==> config.mk <==
export PLATFORM = sky130hd
export DESIGN_NAME = gpc_bank
export DESIGN_NICKNAME = d
export VERILOG_FILES = /design/src/gpc_pkg.sv /design/src/gpc_bank.sv /design/src/gpc_pin_cell.sv /design/src/gpc_sync2.sv
export VERILOG_INCLUDE_DIRS = /design/src
export SDC_FILE = /design/constraint.sdc
export NUM_CORES = 1
export LEC_CHECK = 0
export ABC_AREA = 1
export BUFFER_PORTS_ARGS = -buffer_cell sky130_fd_sc_hd__buf_2
export CORE_ASPECT_RATIO = 1.75
export CORE_MARGIN = 2
export CORE_UTILIZATION = 23
export CTS_CLUSTER_DIAMETER = 120
export DETAILED_ROUTE_END_ITERATION = 6
export HOLD_SLACK_MARGIN = 0.06
export PLACE_DENSITY = 0.41
export SETUP_SLACK_MARGIN = 0.4
export SLEW_MARGIN = 20
export SYNTH_ARGS = -nofsm -noshare
export SYNTH_HDL_FRONTEND = slang
export SYNTH_SLANG_ARGS = --single-unit
export TNS_END_PERCENT = 1
==> constraint.sdc <==
create_clock -name clk_sys_in -period 2.1 [get_ports clk_sys_in]
set_input_delay 0.315 -clock clk_sys_in [delete_from_list [all_inputs] [get_ports clk_sys_in]]
set_output_delay 0.315 -clock clk_sys_in [all_outputs]
set_load 0.02 [all_outputs]
==> src/gpc_params.svh <==
// constants for the gpio pin configuration bank
`ifndef GPC_PARAMS_SVH
`define GPC_PARAMS_SVH

// ----------------------------------------------------------------
// register indices (byte address is four times the index)
// ----------------------------------------------------------------
`define GPC_IDX_PIN_3_1 10'h034
`define GPC_IDX_PIN_3_2 10'h035
`define GPC_IDX_PIN_3_3 10'h036
`define GPC_IDX_PIN_3_4 10'h037
`define GPC_IDX_PIN_3_5 10'h038
`define GPC_IDX_PIN_3_6 10'h039
`define GPC_IDX_PIN_3_7 10'h03a
`define GPC_IDX_PIN_4_0 10'h03b
`define GPC_IDX_PIN_LEVEL 10'h040
`define GPC_IDX_ALT_ACTIVE 10'h041

// ----------------------------------------------------------------
// field positions
// ----------------------------------------------------------------
`define GPC_BIT_DIR 0
`define GPC_BIT_POL 1
`define GPC_BIT_FUNC 2
`define GPC_BIT_DRV 7
`define GPC_CFG_WMASK 8'h87

// ----------------------------------------------------------------
// reset values
// ----------------------------------------------------------------
`define GPC_CFG_RST 8'h01
`define GPC_CFG_MAIN_RST 8'h00

`endif

==> src/gpc_pkg.sv <==
// types for the gpio pin configuration bank
package gpc_pkg;

  // ----------------------------------------------------------------
  // alternate function carriers
  // ----------------------------------------------------------------
  typedef struct packed {
    logic fan_speed_out;
    logic smbus_data_line;
    logic irq12;
    logic keyboard_reset_out;
    logic addr20_gate_out;
    logic drive_density_sel0;
  } gpc_alt_tx_s;

  typedef struct packed {
    logic fan_tachometer_in;
    logic smbus_data_line;
    logic irq12;
    logic irq14;
  } gpc_alt_rx_s;

  // ----------------------------------------------------------------
  // ahb-lite carriers
  // ----------------------------------------------------------------
  typedef struct packed {
    logic hsel;
    logic [31:0] haddr;
    logic [1:0] htrans;
    logic hwrite;
    logic [2:0] hsize;
    logic hready;
    logic [31:0] hwdata;
  } gpc_ahb_req_s;

  typedef struct packed {
    logic [31:0] hrdata;
    logic hreadyout;
    logic hresp;
  } gpc_ahb_rsp_s;

  // ----------------------------------------------------------------
  // bank state
  // ----------------------------------------------------------------
  typedef struct packed {
    logic [7:0][7:0] cfg;
    logic wr_pend;
    logic [2:0] wr_sel;
    logic [31:0] rdata;
  } gpc_bank_state_s;

endpackage

==> src/gpc_bank.sv <==
// gpio pin configuration bank for pins 3.1 to 3.7 and 4.0, ahb-lite slave
//
// Added by the designer: the AHB-Lite register port.
`timescale 1ns/1ps
`include "gpc_params.svh"

// Behaviour
// - bit 0 sets direction, 1 input, 0 output.
// - bit 1 set inverts the pin value both ways.
// - bit 2 set gives the pin to its one alternate function.
// - bit 7 set selects open-drain, clear selects push-pull.
// - standby-power reset loads 0x01 into every register.
// - pin 3.1 register, bit 2 routes fan tachometer input.
// - pin 3.2 register, bit 2 routes smbus data.
// - pin 3.3 register, bit 2 fan speed; 0x00 on main/hard reset.
// - pin 3.4 register, bit 2 routes irq12.
// - pin 3.5 register, bit 2 routes irq14.
// - pin 3.6 register, bit 2 routes keyboard reset output.
// - pin 3.7 register, bit 2 routes address 20 gate.
// - pin 4.0 register, bit 2 routes drive density select 0.
module gpc_bank import gpc_pkg::*; (
  // clock and standby-power reset
  input wire logic clk_sys_in,
  input wire logic reset_in,
  // main-power and hard resets, asynchronous levels
  input wire logic main_power_reset_in,
  input wire logic hard_reset_in,
  // ahb-lite slave
  input wire logic hsel_in,
  input wire logic [31:0] haddr_in,
  input wire logic [1:0] htrans_in,
  input wire logic hwrite_in,
  input wire logic [2:0] hsize_in,
  input wire logic hready_in,
  input wire logic [31:0] hwdata_in,
  output logic [31:0] hrdata_out,
  output logic hreadyout_out,
  output logic hresp_out,
  // plain gpio data, index 0 is pin 3.1, index 7 is pin 4.0
  input wire logic [7:0] gpio_data_in,
  output logic [7:0] gpio_level_out,
  // alternate functions
  input wire gpc_alt_tx_s alt_tx_in,
  output gpc_alt_rx_s alt_rx_out,
  // pads
  input wire logic [7:0] pad_in,
  output logic [7:0] pad_out,
  output logic [7:0] pad_oe_n_out,
  // configuration view
  output logic [7:0][7:0] cfg_out
);

  // ----------------------------------------------------------------
  // pin index positions
  // ----------------------------------------------------------------
  localparam int P31 = 0;
  localparam int P32 = 1;
  localparam int P33 = 2;
  localparam int P34 = 3;
  localparam int P35 = 4;
  localparam int P36 = 5;
  localparam int P37 = 6;
  localparam int P40 = 7;

  // ----------------------------------------------------------------
  // declarations
  // ----------------------------------------------------------------
  gpc_bank_state_s st;
  gpc_bank_state_s next_st;
  gpc_ahb_req_s req;
  gpc_ahb_rsp_s rsp;
  logic [1:0] rst_async;
  logic [1:0] rst_sync;
  logic main_rst;
  logic [7:0] pad_sync;
  logic [7:0] alt_drive;
  logic [7:0] alt_level;
  logic [9:0] word_idx;
  logic xfer;
  logic cfg_hit;
  logic [2:0] cfg_sel;
  logic [7:0] alt_active;

  // ----------------------------------------------------------------
  // bus request bundle
  // ----------------------------------------------------------------
  always_comb begin
    req.hsel = hsel_in;
    req.haddr = haddr_in;
    req.htrans = htrans_in;
    req.hwrite = hwrite_in;
    req.hsize = hsize_in;
    req.hready = hready_in;
    req.hwdata = hwdata_in;
  end

  // ----------------------------------------------------------------
  // reset synchronisers
  // ----------------------------------------------------------------
  assign rst_async = {hard_reset_in, main_power_reset_in};

  gpc_sync2 #(
    .W(2)
  ) u_rst_sync (
    .clk_sys_in(clk_sys_in),
    .reset_in(reset_in),
    .async_in(rst_async),
    .sync_out(rst_sync)
  );

  assign main_rst = rst_sync[0] | rst_sync[1];

  // ----------------------------------------------------------------
  // pad input synchronisers
  // ----------------------------------------------------------------
  gpc_sync2 #(
    .W(8)
  ) u_pad_sync (
    .clk_sys_in(clk_sys_in),
    .reset_in(reset_in),
    .async_in(pad_in),
    .sync_out(pad_sync)
  );

  // ----------------------------------------------------------------
  // alternate function drive sources
  // ----------------------------------------------------------------
  always_comb begin
    alt_drive = 8'hff;
    // tachometer and irq14 are inputs; idle high if turned to output
    alt_drive[P31] = 1'b1;
    alt_drive[P32] = alt_tx_in.smbus_data_line;
    alt_drive[P33] = alt_tx_in.fan_speed_out;
    alt_drive[P34] = alt_tx_in.irq12;
    alt_drive[P35] = 1'b1;
    alt_drive[P36] = alt_tx_in.keyboard_reset_out;
    alt_drive[P37] = alt_tx_in.addr20_gate_out;
    alt_drive[P40] = alt_tx_in.drive_density_sel0;
  end

  // ----------------------------------------------------------------
  // alternate function receive paths
  // ----------------------------------------------------------------
  always_comb begin
    alt_rx_out.fan_tachometer_in = alt_level[P31];
    alt_rx_out.smbus_data_line = alt_level[P32];
    alt_rx_out.irq12 = alt_level[P34];
    alt_rx_out.irq14 = alt_level[P35];
  end

  // ----------------------------------------------------------------
  // pin cells
  // ----------------------------------------------------------------
  for (genvar i = 0; i < 8; i++) begin : g_pin
    gpc_pin_cell u_cell (
      .cfg_in(st.cfg[i]),
      .gpio_data_in(gpio_data_in[i]),
      .alt_data_in(alt_drive[i]),
      .gpio_level_out(gpio_level_out[i]),
      .alt_level_out(alt_level[i]),
      .pad_sync_in(pad_sync[i]),
      .pad_out(pad_out[i]),
      .pad_oe_n_out(pad_oe_n_out[i])
    );
  end

  // ----------------------------------------------------------------
  // address decode
  // ----------------------------------------------------------------
  always_comb begin
    word_idx = req.haddr[11:2];
    xfer = req.hsel & req.hready & req.htrans[1];
    cfg_hit = (req.haddr[31:12] == 20'h00000)
              && (word_idx >= `GPC_IDX_PIN_3_1)
              && (word_idx <= `GPC_IDX_PIN_4_0);
    cfg_sel = 3'(word_idx - `GPC_IDX_PIN_3_1);
  end

  // ----------------------------------------------------------------
  // status views
  // ----------------------------------------------------------------
  always_comb begin
    for (int k = 0; k < 8; k++) begin
      alt_active[k] = st.cfg[k][`GPC_BIT_FUNC];
    end
  end

  // ----------------------------------------------------------------
  // next state
  // ----------------------------------------------------------------
  always_comb begin
    next_st = st;
    // data phase of an earlier write
    if (st.wr_pend) begin
      next_st.cfg[st.wr_sel] = req.hwdata[7:0] & `GPC_CFG_WMASK;
    end
    // main-power or hard reset clears pin 3.3 only
    if (main_rst) begin
      next_st.cfg[P33] = `GPC_CFG_MAIN_RST;
    end
    // address phase
    next_st.wr_pend = xfer & req.hwrite & cfg_hit;
    next_st.wr_sel = cfg_sel;
    if (xfer && !req.hwrite) begin
      // read sees any write finishing in this same cycle
      if (cfg_hit) begin
        next_st.rdata = {24'h000000, next_st.cfg[cfg_sel]};
      end else if (word_idx == `GPC_IDX_PIN_LEVEL
                   && req.haddr[31:12] == 20'h00000) begin
        next_st.rdata = {16'h0000, alt_level, gpio_level_out};
      end else if (word_idx == `GPC_IDX_ALT_ACTIVE
                   && req.haddr[31:12] == 20'h00000) begin
        next_st.rdata = {24'h000000, alt_active};
      end else begin
        next_st.rdata = 32'h00000000;
      end
    end
  end

  // ----------------------------------------------------------------
  // state register
  // ----------------------------------------------------------------
  always_ff @(posedge clk_sys_in) begin
    if (reset_in) begin
      for (int k = 0; k < 8; k++) begin
        st.cfg[k] <= `GPC_CFG_RST;
      end
      st.wr_pend <= 1'b0;
      st.wr_sel <= 3'h0;
      st.rdata <= 32'h00000000;
    end else begin
      st <= next_st;
    end
  end

  // ----------------------------------------------------------------
  // bus response
  // ----------------------------------------------------------------
  always_comb begin
    rsp.hrdata = st.rdata;
    rsp.hreadyout = 1'b1;
    rsp.hresp = 1'b0;
  end

  assign hrdata_out = rsp.hrdata;
  assign hreadyout_out = rsp.hreadyout;
  assign hresp_out = rsp.hresp;
  assign cfg_out = st.cfg;

endmodule

==> src/gpc_pin_cell.sv <==
// one pin: direction, polarity, function select and driver type
`timescale 1ns/1ps
`include "gpc_params.svh"
module gpc_pin_cell import gpc_pkg::*; (
  // configuration
  input wire logic [7:0] cfg_in,
  // logic side
  input wire logic gpio_data_in,
  input wire logic alt_data_in,
  output logic gpio_level_out,
  output logic alt_level_out,
  // pad side
  input wire logic pad_sync_in,
  output logic pad_out,
  output logic pad_oe_n_out
);

  logic drive_val;
  logic in_val;

  always_comb begin
    // function select picks the source, polarity applies to both
    drive_val = (cfg_in[`GPC_BIT_FUNC] ? alt_data_in : gpio_data_in)
                ^ cfg_in[`GPC_BIT_POL];
    in_val = pad_sync_in ^ cfg_in[`GPC_BIT_POL];
    pad_out = drive_val;
    // input when dir set; open drain releases on a high level
    pad_oe_n_out = cfg_in[`GPC_BIT_DIR]
                   | (cfg_in[`GPC_BIT_DRV] & drive_val);
    gpio_level_out = cfg_in[`GPC_BIT_FUNC] ? 1'b0 : in_val;
    alt_level_out = cfg_in[`GPC_BIT_FUNC] ? in_val : 1'b0;
  end

endmodule

==> src/gpc_sync2.sv <==
// two flip-flop synchroniser for levels from outside the clock domain
`timescale 1ns/1ps
module gpc_sync2 import gpc_pkg::*; #(
  parameter int W = 1
) (
  // clock and reset
  input wire logic clk_sys_in,
  input wire logic reset_in,
  // levels
  input wire logic [W-1:0] async_in,
  output logic [W-1:0] sync_out
);

  typedef struct packed {
    logic [W-1:0] s1;
    logic [W-1:0] s2;
  } gpc_sync_state_s;

  gpc_sync_state_s st;
  gpc_sync_state_s next_st;

  always_comb begin
    next_st = st;
    next_st.s1 = async_in;
    next_st.s2 = st.s1;
  end

  always_ff @(posedge clk_sys_in) begin
    if (reset_in) begin
      st <= '0;
    end else begin
      st <= next_st;
    end
  end

  assign sync_out = st.s2;

endmodule

After elaboration in Yosys (flattened, before gate mapping)
Index checks and enable logic that the tools add are counted.
- bits in registers: 120
- input port bits: 98
- output and inout port bits: 126
- add/subtract/negate cells: 1
- magnitude comparators: 5
- eq/ne operators: 2
- multiplexer cells: 34
- bitwise logic cells: 37
- reduce and logical (&&, ||, !) cells: 8
- operator list (operator ; count):
    $bwmux W64 ; 1
    $mux W64 ; 1
    $mux W16 ; 2
    $mux W8 ; 4
    $bmux W8 S3 ; 1
    $demux W8 S3 ; 1
    $mux W1 ; 24
    $eq A10 B7 Y1 const B ; 2
    $logic_not A20 Y1 ; 1
    $xor A1 B1 Y1 ; 16
    $and A1 B1 Y1 ; 12
    $ge A10 B6 Y1 const B ; 1
    $le A10 B6 Y1 const B ; 1
    $or A1 B1 Y1 ; 9
    $lt A3 B4 Y1 const B ; 2
    $logic_and A1 B1 Y1 ; 6
    $ge A3 B1 Y1 const B ; 1
    $sub A3 B3 Y3 const B ; 1
    $logic_not A1 Y1 ; 1

Logic depth before layout (Yosys ltp)
Gate-level depths: netlist of the first run.
- word-level depth: 10
- depth in mapped cells: 13
- gate-level depth less buffers: 13

Cells and area by module
From an unflattened synthesis of the first run, not the netlist that was laid out.
- cell total of the unflattened synthesis: 921
- area total of the unflattened synthesis: 6062.1 sq um
- modules (own cells, without submodules) (module ; instances ; cells each ; area an instance (sq um) ; sequential area each (sq um)):
    gpc_bank ; 1 ; 723 ; 4777.1 ; 1681.6
    gpc_pin_cell ; 8 ; 17 ; 87.6 ; 0.0
    gpc_sync2 at u_pad_sync ; 1 ; 50 ; 474.2 ; 320.3
    gpc_sync2 at u_rst_sync ; 1 ; 12 ; 110.1 ; 80.1

Least setup slack after synthesis of the first run
No wires, ideal clock.
- kind: input to register
- start: input port haddr_in[19]
- end: register st (netlist bit hrdata_out[11])
- arrival time: 1.395 ns
- path slack: 0.635 ns
- cell stages on the path: 10
- buffers on the path: 1
- path through: nor2_1 > nand2_1 > nor2_1 > inv_1 > nor2_2 > buf_4 > nand3_1 > nor2_2 > nand2_1 > a21oi_1
- word-level cells in the longest chain between the ends: 4
- elaborated cells on any way between the ends: 6
- those cells by class: 2 x mux; 4 x reduce/logical
- RTL lines (element ; RTL line ; source):
    start: declaration ; gpc_bank.sv:30 ; input wire logic [31:0] haddr_in,
    $logic_not A20 Y1 * ; gpc_bank.sv:173, gpc_bank.sv:209 ;
    $logic_and A1 B1 Y1 (on tied branches) ; gpc_bank.sv:208, gpc_bank.sv:173 ;
    $mux W16 or $logic_and A1 B1 Y1 (tied branches) ; gpc_bank.sv:208, gpc_bank.sv:173 ;
    $mux W16 * ; gpc_bank.sv:206 ; if (cfg_hit) begin
    end signal: assignment ; gpc_bank.sv:232 ; st <= next_st;
    end: declaration ; gpc_bank.sv:68 ; gpc_bank_state_s st;
Mark *: on every way between the ends. The rest lies on a longest branch, timed or not.
A chain may end at the register's enable or synchronous reset.

Worst setup path in the final report of the first run
- start: register st (netlist bit cfg_out[17])
- end: output port gpio_level_out[2]
- word-level cells in the longest chain between the ends: 2
- RTL lines (element ; RTL line ; source):
    $xor A1 B1 Y1 ; gpc_pin_cell.sv:25 ; in_val = pad_sync_in ^ cfg_in[`GPC_BIT_POL];
    $mux W1 ; gpc_pin_cell.sv:30 ; gpio_level_out = cfg_in[`GPC_BIT_FUNC] ? 1'b0 : in_val;
    end: declaration ; gpc_bank.sv:41 ; output logic [7:0] gpio_level_out,
Every way passes these cells.

==> run summary, run 1 <==
The flow ran to the end, and the final reports show no timing, DRC or antenna violations. Counting flops with a built-in enable in the synthesized netlist gives 0. The initial antenna violation count was 0. Of all cell types, the one taking the most synthesized area is sky130_fd_sc_hd__dfxtp_1. The area share of the largest cell type after synthesis came out at 0.353. The floorplan step defined a die boundary enclosing 27000 um^2. The part of the Yosys area used for sequential elements came out at 0.353. The beginning of the worst register-to-register path is st[33]$_SDFF_PP0_. The number of global-route vias before repair is 5301. The number of sinks driven by the clock tree came out at 104.

Once detail routing completed, the nets flagged for antenna violations numbered 0. The depth of the CTS H-tree came out at 3. Setup repair after global routing could not meet its margin everywhere.

In the final routed layout, each cell accounts on average for 15.7 um. In this run the worst path has a maximum fanout of 4. The buffer depth of the longest clock path is 2. The mean cell area of the mapped netlist came out at 6.70 um^2. The worst register-to-register path ends at hrdata_out[3]$_SDFFE_PP0P_. The detailed placer's ending HPWL is 16.3 mm.

The static leakage power is 3.45 nW. The DRC violation count after routing came out at 0. CTS placed an instance of sky130_fd_sc_hd__clkbuf_16 at the clock tree root. The most critical setup path has its startpoint at cfg_out[17]$_SDFF_PP0_. The core area is 25200 um^2. After clock tree synthesis, the clock-pin slew on the worst setup and hold paths is 0.08 ns. Entering global routing, the biggest net connects 36 pins. The most used flip-flop cell after synthesis is sky130_fd_sc_hd__dfxtp_1. The diode insertion count for antenna repair came out at 0. The top achievable clock speed came out at 582 MHz. The overall routed net length is 20.3 mm. The clock latency of the later-clocked register in the worst-skew pair is 0.36 ns. The number of rows in the core area is 77.

The TritonCTS clock tree is built. The worst setup path is launched from a flop. The fraction of final layout cells with drive strength greater than 1 came out at 0.310. The total number of vias is 5380. The number of stages on the worst hold path came out at 3. The reported net switching power came out at 1.11 mW.

Across the run, the number of max-cap violations was 0. The first global-routing pass estimated 30.1 mm of wire. The final weighted congestion of routability-driven global placement is 0.867. The net count of the finished layout came out at 1069.

The class of the worst hold path is in -> reg. For this block, the initial DRC count from the detailed router was 240. Across the whole layout, storage elements account for 2120 um^2.

The layout overhead on the synthesized area came out at 19.5%. The worst setup path is of the reg -> out kind. The share of total power in combinational logic came out at 0.104. The library cell used most frequently in the layout, excluding fill and tap cells, is sky130_fd_sc_hd__nand2_1. In the post-synthesis netlist, the biggest area contributors are sky130_fd_sc_hd__dfxtp_1, sky130_fd_sc_hd__buf_4, sky130_fd_sc_hd__nand2_1. The final standard cell count with taps included and fillers excluded is 1292. For this run the aggregate overflow at the end of global routing stands at 0. The share of total power dissipated in sequential elements is 0.480. 224 I/O pins were placed. The number of unique standard cell types used by synthesis is 31. The initial utilization of the core area, before any placement, comes to 0.234. The arrival time of data at the critical path endpoint came out at 1.40 ns.

In the synthesized netlist the async set-or-reset flop fraction comes to 0. The post-layout minimum cycle time is 1.72 ns. The multi-input combinational cells in the finished layout cover a total of 2700 um^2. The required time of the critical path is 1.78 ns. Using the TritonRoute via totals, the vias-per-cell ratio works out to 4.16. The capture endpoint of the worst hold path is u_pad_sync.next_st[2]$_SDFF_PP0_. The count of endpoints failing setup in the final report came out at 0.

The instance count of the mapped netlist is 881. In the finished design, the share of the clock period the worst path needs comes to 0.818. The hold violation count in the final report came out at 0. The final-report max-slew violation count was 0.

The cell count after placement is 1260. The worst clock skew came out at 0.0113 ns. STA classifies the critical path endpoint as a primary output. The switching portion of total power came out at 0.266.

The maximum vdd ir drop came out at 0.386 mV. The floorplan die height is 216 um. The part of the power in the clock network came out at 0.417.

The count of state elements after synthesis came out at 104. The top cell types in the final layout, fill and taps aside, are sky130_fd_sc_hd__nand2_1, sky130_fd_sc_hd__buf_2, sky130_fd_sc_hd__nor2_1, sky130_fd_sc_hd__dfxtp_1, sky130_fd_sc_hd__nand3_1. The internal reg-to-reg setup slack is 0.43 ns. The clock buffer count from CTS came out at 9.

Summing every instance area after synthesis gives 5900 um^2. The total of buffers placed on input and output ports came out at 171. Power spread over the standard cell area amounts to 591 nW/um^2. The number of synthesis warnings came out at 0.

The die outline width is 125 um. Cell internal power was estimated by the tool at 3.06 mW. The sum of negative setup slack is 0 ns.

The layout filler cell count is 2881. In this run the most critical hold path is launched from pad_in[2]. In the global route stage, overall resource usage came out at 0.148.

The detailed-router iteration count before antenna repair is 4. Measured in cells, the most critical reg-to-reg path has a length of 12.
-- metrics by stage --
step	power [mW]	utilization	setup slack [ns]	hold slack, ns	instance area (um^2)
floorplan	2.33	-	0.635	0.388	5960
global placement	2.46	0.251	0.270	0.395	6340
detailed placement	2.46	0.251	0.261	0.394	6340
CTS	4.22	0.269	0.328	0.135	6790
global route	4.34	0.279	0.314	0.167	7050
finish	4.17	0.279	0.381	0.146	7050
-- cell type report --
class / instances / area share
Sequential cell: 104 / 0.300
Timing Repair Buffer: 214 / 0.175
Clock inverter: 6 / 0.00976
Multi-Input combinational cell: 563 / 0.383
Inverter: 79 / 0.0438
Tap cell: 316 / 0.0561
Clock buffer: 10 / 0.0325
-- cells in the mapped netlist, drive strengths merged, types with 2 or more instances --
cell    number
nand3       84
nand4        9
nor3        13
nand3b       3
nand2      237
o21ai        9
xnor2        9
xor2         7
nor2       138
dfxtp      104
a21o         3
a21oi       29
buf        139
clkbuf      12
inv         78
conb         2
-- routing by layer --
layer  GRT usage  wire (um)  up-vias
li1            -          -     2775
met1       0.150       7450     2427
met2       0.285      11100      148
met3      0.0293       1030       30
met4      0.0685        719        0
met5           0          0        -
-- worst max path at each step --
| stage | slack, ns | depth (start not counted) | end |
|---|---|---|---|
| floorplan | 0.63 | 10 | hrdata_out[11]$_SDFFE_PP0P_ |
| global placement | 0.27 | 11 | hrdata_out[5]$_SDFFE_PP0P_ |
| detailed placement | 0.26 | 13 | hrdata_out[1]$_SDFFE_PP0P_ |
| CTS | 0.33 | 5 | pad_oe_n_out[0] |
| global route | 0.31 | 7 | pad_oe_n_out[5] |
| finish | 0.38 | 3 | gpio_level_out[2] |
-- registers in the layout, summed over array words and instances, names as in the netlist --
signal               flops
cfg_out                 64
u_pad_sync.sync_out      8
u_rst_sync.next_st       2
st                       4
u_pad_sync.next_st       8
hrdata_out              16
u_rst_sync.sync_out      2
-- power by group through the flow --
stage	clock [mW]	sequential, mW	combinational (mW)
2_1_floorplan	0	2.05	0.281
3_3_place_gp	0	2.05	0.413
3_5_place_dp	0	2.05	0.411
4_1_cts	1.80	2.00	0.419
5_1_grt	1.86	2.00	0.476
6_report	1.74	2.00	0.432
-- worst max-delay path, cell delays in order (launching register included) --
cell,delay [ns]
sky130_fd_sc_hd__dfxtp_1,0.48
sky130_fd_sc_hd__xnor2_1,0.18
sky130_fd_sc_hd__nor2_2,0.19
sky130_fd_sc_hd__buf_2,0.20
-- cell families after synthesis --
logic type      synth area share
xor+xnor                  0.0237
compound gates            0.0390
buf+inv                    0.232
mux                      0.00170
flops                      0.353
other cells              0.00127
simple gates               0.349
-- what timing repair did --
| item | in CTS | in global routing |
|---|---|---|
| hold buffers | 0 | 0 |
| setup endpoints to repair | 26 | 26 |
| pin swaps | 6 | 12 |
| buffers inserted | 5 | 11 |
| resized for setup | 34 | 50 |
No activity file was read; power rests on OpenSTA's default activity.
==> run 2, diff against run 1 <==
==> constraint.sdc (replaced) <==
create_clock -name clk_sys_in -period 1.6 [get_ports clk_sys_in]
set_input_delay 0.24 -clock clk_sys_in [delete_from_list [all_inputs] [get_ports clk_sys_in]]
set_output_delay 0.24 -clock clk_sys_in [all_outputs]
set_load 0.02 [all_outputs]
==> run summary, run 2 (same netlist as run 1, synthesis figures left out) <==
Following the worst setup path forward leads to its endpoint at hrdata_out[1]$_SDFFE_PP0P_. From left edge to right edge, the die measures 125 um. The layout overhead on the synthesized area came out at 38.5%. The top achievable clock speed is 602 MHz. The maximum vdd ir drop came out at 0.515 mV.

In this run the critical register-to-register path is captured at hrdata_out[1]$_SDFFE_PP0P_. The buffer depth of the longest clock path came out at 2. The beginning of the worst register-to-register path is st[34]$_SDFF_PP0_. The critical-path maximum fanout is 4.

The violation count after the first detailed-route iteration came out at 238. Setup slack on the worst reg-to-reg path comes out at -0.06 ns. The routed wire length per instance is 15.8 um. Clock tree synthesis selected as its root buffer the cell sky130_fd_sc_hd__clkbuf_16.

The overflow left after global routing came out at 0. Detailed placement finished with a half-perimeter wire length of 16.8 mm. The required time of the critical path is 1.84 ns. The hold buffer count at cts is 0. The clock buffer count from CTS came out at 9. The initial antenna violation count is 0. The fraction of final layout cells with drive strength greater than 1 is 0.443. Prior to clock tree synthesis, the placed netlist has a worst setup slack of -0.149 ns.

The number of top-level pins is 224. The initial utilization of the core area, before any placement, comes to 0.234. In this run the worst hold path is classified as in -> reg. The hold violation count in the final report came to 0.

The final-report max-slew violation count came out at 0. The worst setup path is of the reg -> reg kind. Of the total power, the clock network draws 0.429. The number of max-cap violations is 0. The first global-routing pass estimated 31.5 mm of wire. Entering global routing, the biggest net connects 52 pins.

The run finished, with violations left. The switching portion of total power came out at 0.255. The placed instance area is 6870 um^2. Clock-pin slew was measured on the worst setup and hold paths at 0.07 ns. TritonCTS built the clock tree.

The number of rows in the core area came out at 77. The total of buffers placed on input and output ports came out at 171. The final period utilization came out at 1.04. The overall routed net length came out at 21.4 mm. Measured along the y axis, the die boundary spans 216 um.

The layout filler cell count is 2810. The cell count after placement came out at 1321. The arrival time of data at the critical path endpoint is 1.90 ns. The share of power burned in registers is 0.452. Setup repair after global routing could not meet its margin everywhere. Clock skew on the completed layout was measured at 0.0106 ns.

The post-route core utilization came out at 0.324. In the layout the commonest cells are sky130_fd_sc_hd__nand2_1, sky130_fd_sc_hd__buf_2, sky130_fd_sc_hd__nor2_1, sky130_fd_sc_hd__buf_4, sky130_fd_sc_hd__dfxtp_1. The detailed-router iteration count before antenna repair came out at 4. The core area came out at 25200 um^2. The H-tree was split into 3 levels. The number of antenna-violating nets in the routed design is 0. In the final timing run, aggregate negative setup slack is -0.373 ns.

The clock net in this run drives a total of 104 sinks. The checks that failed: negative setup slack. The worst setup slack after layout came out at -0.0603 ns.

The category of the worst setup path launch point is a flop. The reported net switching power is 1.47 mW. The diode insertion count for antenna repair came out at 0.

Dividing the detail-routed via count by the number of cells gives 4.14. The total number of vias is 5597. The start point of the critical path is st[34]$_SDFF_PP0_. The internal power consumption came out at 4.32 mW. STA classifies the critical path endpoint as a flop. The static leakage power came out at 3.80 nW.

The number of global-route vias before repair is 5519. The flip-flop count of the largest register after layout came out at 64. The final weighted congestion of routability-driven global placement is 0.867.

The DRC violation count after routing is 0. The path depth of the worst reg2reg path is 12. The post-layout minimum cycle time came out at 1.66 ns. Total power for the finished layout comes to 5.80 mW. The count of endpoints failing setup in the final report is 12. Leaving out fill and tap cells, the most frequent cell in the layout is sky130_fd_sc_hd__nand2_1. The die area is 27000 um^2. The final standard cell count with taps included and fillers excluded came out at 1351. The clock latency of the later-clocked register in the worst-skew pair came out at 0.36 ns. At the end of the flow, the number of nets in the layout was 1128.

The total non-filler cell area in the finished layout came out at 8170 um^2. The combined global-route utilization of all metal layers is 0.154. The ratio of total power to cell area came out at 709 nW/um^2. Of the total power, combinational logic draws 0.119. The worst hold margin came out at 0.0796 ns.
## run 2: cell count changes in the layout (fill, tap and decap cells not counted), sizes merged
| cell | change |
|---|---|
| clkinv | -3 |
| buf | +58 |
| clkbuf | +2 |
| bufinv | +1 |
| nand2 | +1 |
## run 2: power by group through the flow
stage	registers, mW	clock network, mW	logic, mW
after floorplan	2.69	0	0.370
after global placement	2.69	0	0.593
after detailed placement	2.69	0	0.594
after CTS	2.62	2.58	0.655
after global routing	2.62	2.65	0.747
final	2.62	2.49	0.690
## run 2: worst min path at each step
stage / from / to / slack [ns] / depth (start not counted)
after floorplan: pad_in[0] / u_pad_sync.next_st[0]$_SDFF_PP0_ / 0.35 / 2
after global placement: u_rst_sync.next_st[0]$_SDFF_PP0_ / u_rst_sync.sync_out[0]$_SDFF_PP0_ / 0.39 / 2
after detailed placement: u_rst_sync.next_st[0]$_SDFF_PP0_ / u_rst_sync.sync_out[0]$_SDFF_PP0_ / 0.39 / 2
after CTS: pad_in[3] / u_pad_sync.next_st[3]$_SDFF_PP0_ / 0.07 / 3
after global routing: pad_in[2] / u_pad_sync.next_st[2]$_SDFF_PP0_ / 0.09 / 3
final: pad_in[3] / u_pad_sync.next_st[3]$_SDFF_PP0_ / 0.08 / 3
## run 2: metal layers
metal	part of all wire	vias up	track usage
met5	0	-	0
met4	0.037	0	0.0704
met3	0.032	27	0.0240
met2	0.56	122	0.297
met1	0.37	2558	0.160
li1	-	2890	-
## run 2: critical path, stage by stage, from the launching register on
cell                      delay (ns)
sky130_fd_sc_hd__dfxtp_4        0.37
sky130_fd_sc_hd__buf_12         0.12
sky130_fd_sc_hd__nor2_4         0.17
sky130_fd_sc_hd__buf_4          0.16
sky130_fd_sc_hd__nand3_1        0.11
sky130_fd_sc_hd__nand3_1        0.13
sky130_fd_sc_hd__nand2_1        0.05
sky130_fd_sc_hd__nor2_1         0.11
sky130_fd_sc_hd__nand2_2        0.08
sky130_fd_sc_hd__nand2_2        0.06
sky130_fd_sc_hd__nand2_2        0.05
sky130_fd_sc_hd__nand3_2        0.07
sky130_fd_sc_hd__a21oi_2        0.05
## run 2: final cells by class
cell class | instances | area, um^2 | area share
clock buffers | 12 | 256 | 0.0314
flip-flops and latches | 104 | 2150 | 0.263
repair buffers | 272 | 1880 | 0.230
inverters | 79 | 299 | 0.0366
multi-input cells | 564 | 3120 | 0.381
well taps | 316 | 395 | 0.0484
clock inverters | 4 | 76.3 | 0.00934
## run 2: timing repair
action / in CTS / in global routing
resized for setup: 164 / 80
gates cloned: 1 / 0
hold endpoints to repair: 0 / 0
buffers inserted: 10 / 3
setup endpoints to repair: 88 / 98
pin swaps: 39 / 51
==> run 3, diff against run 2 <==
--- a/config.mk
+++ b/config.mk
@@ -10,11 +10,12 @@
 export BUFFER_PORTS_ARGS = -buffer_cell sky130_fd_sc_hd__buf_2
 export CORE_ASPECT_RATIO = 1.75
 export CORE_MARGIN = 2
-export CORE_UTILIZATION = 23
+export CORE_UTILIZATION = 44
+export CTS_BUF_LIST = sky130_fd_sc_hd__clkbuf_8
 export CTS_CLUSTER_DIAMETER = 120
 export DETAILED_ROUTE_END_ITERATION = 6
 export HOLD_SLACK_MARGIN = 0.06
-export PLACE_DENSITY = 0.41
+export PLACE_DENSITY = 0.7
 export SETUP_SLACK_MARGIN = 0.4
 export SLEW_MARGIN = 20
 export SYNTH_ARGS = -nofsm -noshare
==> run summary, run 3 (same netlist as run 1, synthesis figures left out) <==
The run finished, with violations left. The final reports fail on negative setup slack. After detailed routing, the total wire length is 17.2 mm. The number of global-route vias before repair is 5173. The hold violation count in the final report came to 0. The overflow left after global routing came out at 0. The DRC violation count after routing is 0. For this design, the sink count on the clock tree is 104. Hold is met by 0.0702 ns. The clock latency of the later-clocked register in the worst-skew pair is 0.38 ns. The number of max-cap violations came out at 0. The final period utilization came out at 1.03. The number of clock buffers added by TritonCTS is 9. The capture endpoint of the worst hold path is u_pad_sync.next_st[1]$_SDFF_PP0_.

Entering global routing, the biggest net connects 49 pins. The arrival time of data at the critical path endpoint is 1.41 ns. Routability-driven placement finished with a final weighted congestion of 0.900. The starting utilization of the core area came out at 0.446. After floorplanning, the core was divided into 56 placement rows. The net count of the finished layout came out at 1092.

The maximum vdd ir drop came out at 0.392 mV. The static leakage power came out at 3.54 nW. The routed design could run at a clock period as short as 1.65 ns. The violation count after the first detailed-route iteration is 290. After detailed placement, the design holds a cell count of 1139. The detailed placer's ending HPWL is 13.0 mm. The H-tree generated during clock tree synthesis spans 3 levels.

The count of cells in the finished layout, fillers not included, comes to 1173. STA classifies the critical path endpoint as a primary output. In this run the cell area measured after placement is 6370 um^2. The number of stages on the worst hold path is 3. From synthesis to final layout, the design area changed by 24.1%.

The average vias per placed instance is 4.81. The clock input transition at the sequential cells of the worst setup and hold paths is 0.10 ns. The classification of the worst setup path is reg -> out. The sum of negative setup slack came out at -0.213 ns. The beginning of the worst register-to-register path is st[35]$_SDFF_PP0_.

In this run the most critical hold path is launched from pad_in[1]. The routed wire length per instance came out at 14.7 um. The fraction of final layout cells with drive strength greater than 1 is 0.361.

The die outline width came out at 91.5 um. The die area is 14400 um^2. The repair_antennas step left the layout with diodes totalling 0.

After filler insertion, the fill cell instance count of the layout stands at 1311. The final route contains 5645 vias. The top cell types in the final layout, fill and taps aside, are sky130_fd_sc_hd__nand2_1, sky130_fd_sc_hd__buf_2, sky130_fd_sc_hd__nor2_1, sky130_fd_sc_hd__nand3_1.

The most frequent standard cell in the layout excluding fill and tap cells is sky130_fd_sc_hd__nand2_1. During placement, the flow inserted port buffers numbering 171. The buffer depth of the longest clock path came out at 2. The detail route stage leaves a number of antenna-violating nets equal to 0. The setup slack after placement is -0.0790 ns. The register area came out at 2160 um^2. The slowest stage of the critical path is the sky130_fd_sc_hd__dfxtp_4 cell.

The flip-flop count of the largest register after layout is 64. The top achievable clock speed is 605 MHz. The finished cells cover 7320 um^2.

The ratio of total power to cell area is 664 nW/um^2. Clock skew on the completed layout was measured at 0.00780 ns. Setup repair after global routing could not meet its margin everywhere. CTS placed an instance of sky130_fd_sc_hd__clkbuf_8 at the clock tree root. STA puts the critical path data required time at 1.36 ns. For this run, the detailed router's first-pass iteration total came to 5.

Of all nets on the critical path, the largest fanout is 4. After floorplanning, the core was sized to cover 13200 um^2. The internal reg-to-reg setup slack came out at -0.01 ns. In this design, the stage delay of the slowest critical-path cell is 0.39 ns. The endpoint identified for the worst register-to-register timing path is hrdata_out[1]$_SDFFE_PP0P_. Setup violations remaining at the end of the flow were counted as 8. The floorplan die height came out at 157 um.

The number of top-level pins is 224. The combined global-route utilization of all metal layers is 0.229. The category of the worst setup path launch point is a flop.

The path depth of the worst reg2reg path came out at 13. The first global-routing pass estimated 25.6 mm of wire. The worst setup slack after layout is -0.0517 ns. The worst hold path belongs to the class in -> reg. The final-report max-slew violation count came out at 0. The TritonCTS clock tree is built. The area used by multi-input combinational logic came out at 2850 um^2.

The initial antenna violation count is 0. Walking the worst path, the cells encountered are inv_2 > nand2_2 > nand2_4 > xor2_2 > a21o_1 > buf_6.
run 3: metrics by stage:
| step | power (mW) | utilization |
|---|---|---|
| finish | 4.86 | 0.553 |
| global route | 5.05 | 0.553 |
| CTS | 4.85 | 0.524 |
| detailed placement | 3.22 | 0.481 |
| global placement | 3.21 | 0.481 |
| floorplan | 3.06 | - |
run 3: worst max path at each step:
stage / startpoint / end
2_1_floorplan: st[35]$_SDFF_PP0_ / hrdata_out[0]$_SDFFE_PP0P_
3_3_place_gp: haddr_in[2] / hrdata_out[6]$_SDFFE_PP0P_
3_5_place_dp: haddr_in[2] / hrdata_out[6]$_SDFFE_PP0P_
4_1_cts: cfg_out[26]$_SDFF_PP0_ / pad_oe_n_out[3]
5_1_grt: st[33]$_SDFF_PP0_ / hrdata_out[1]$_SDFFE_PP0P_
6_report: cfg_out[26]$_SDFF_PP0_ / pad_oe_n_out[3]
run 3: layer usage:
| layer | vias up | global-route usage | wire, um |
|---|---|---|---|
| li1 | 2814 | - | - |
| met1 | 2543 | 0.240 | 6360 |
| met2 | 234 | 0.424 | 9160 |
| met3 | 54 | 0.0431 | 895 |
| met4 | 0 | 0.128 | 795 |
| met5 | - | 0 | 0 |
run 3: area by class of cell:
cell class | instances | area share
inverters | 79 | 0.0422
clock buffers | 9 | 0.0169
multi-input cells | 563 | 0.390
clock inverters | 7 | 0.00871
flip-flops and latches | 104 | 0.295
well taps | 174 | 0.0297
repair buffers | 237 | 0.218
run 3: report_power, final:
group          leakage, nW  switching [mW]  internal (mW)
Clock                0.102           0.922          0.713
Sequential           0.861          0.0216           2.59
Combinational         2.57           0.382          0.234
run 3: worst max-delay path: cells and delay by family (launching register included):
kind	cells	cell delay, ns
AO/OA/AOI/OAI	1	0.18
AND/OR/NAND/NOR	2	0.14
flip-flops	1	0.39
buffers and inverters	2	0.17
XOR/XNOR	1	0.15
run 3: timing repair:
item | in CTS | in global routing
buffers inserted | 4 | 5
pin swaps | 23 | 28
hold buffers | 9 | 0
endpoints found under the hold margin | 9 | 0
setup endpoints to repair | 64 | 98
resized for setup | 98 | 92
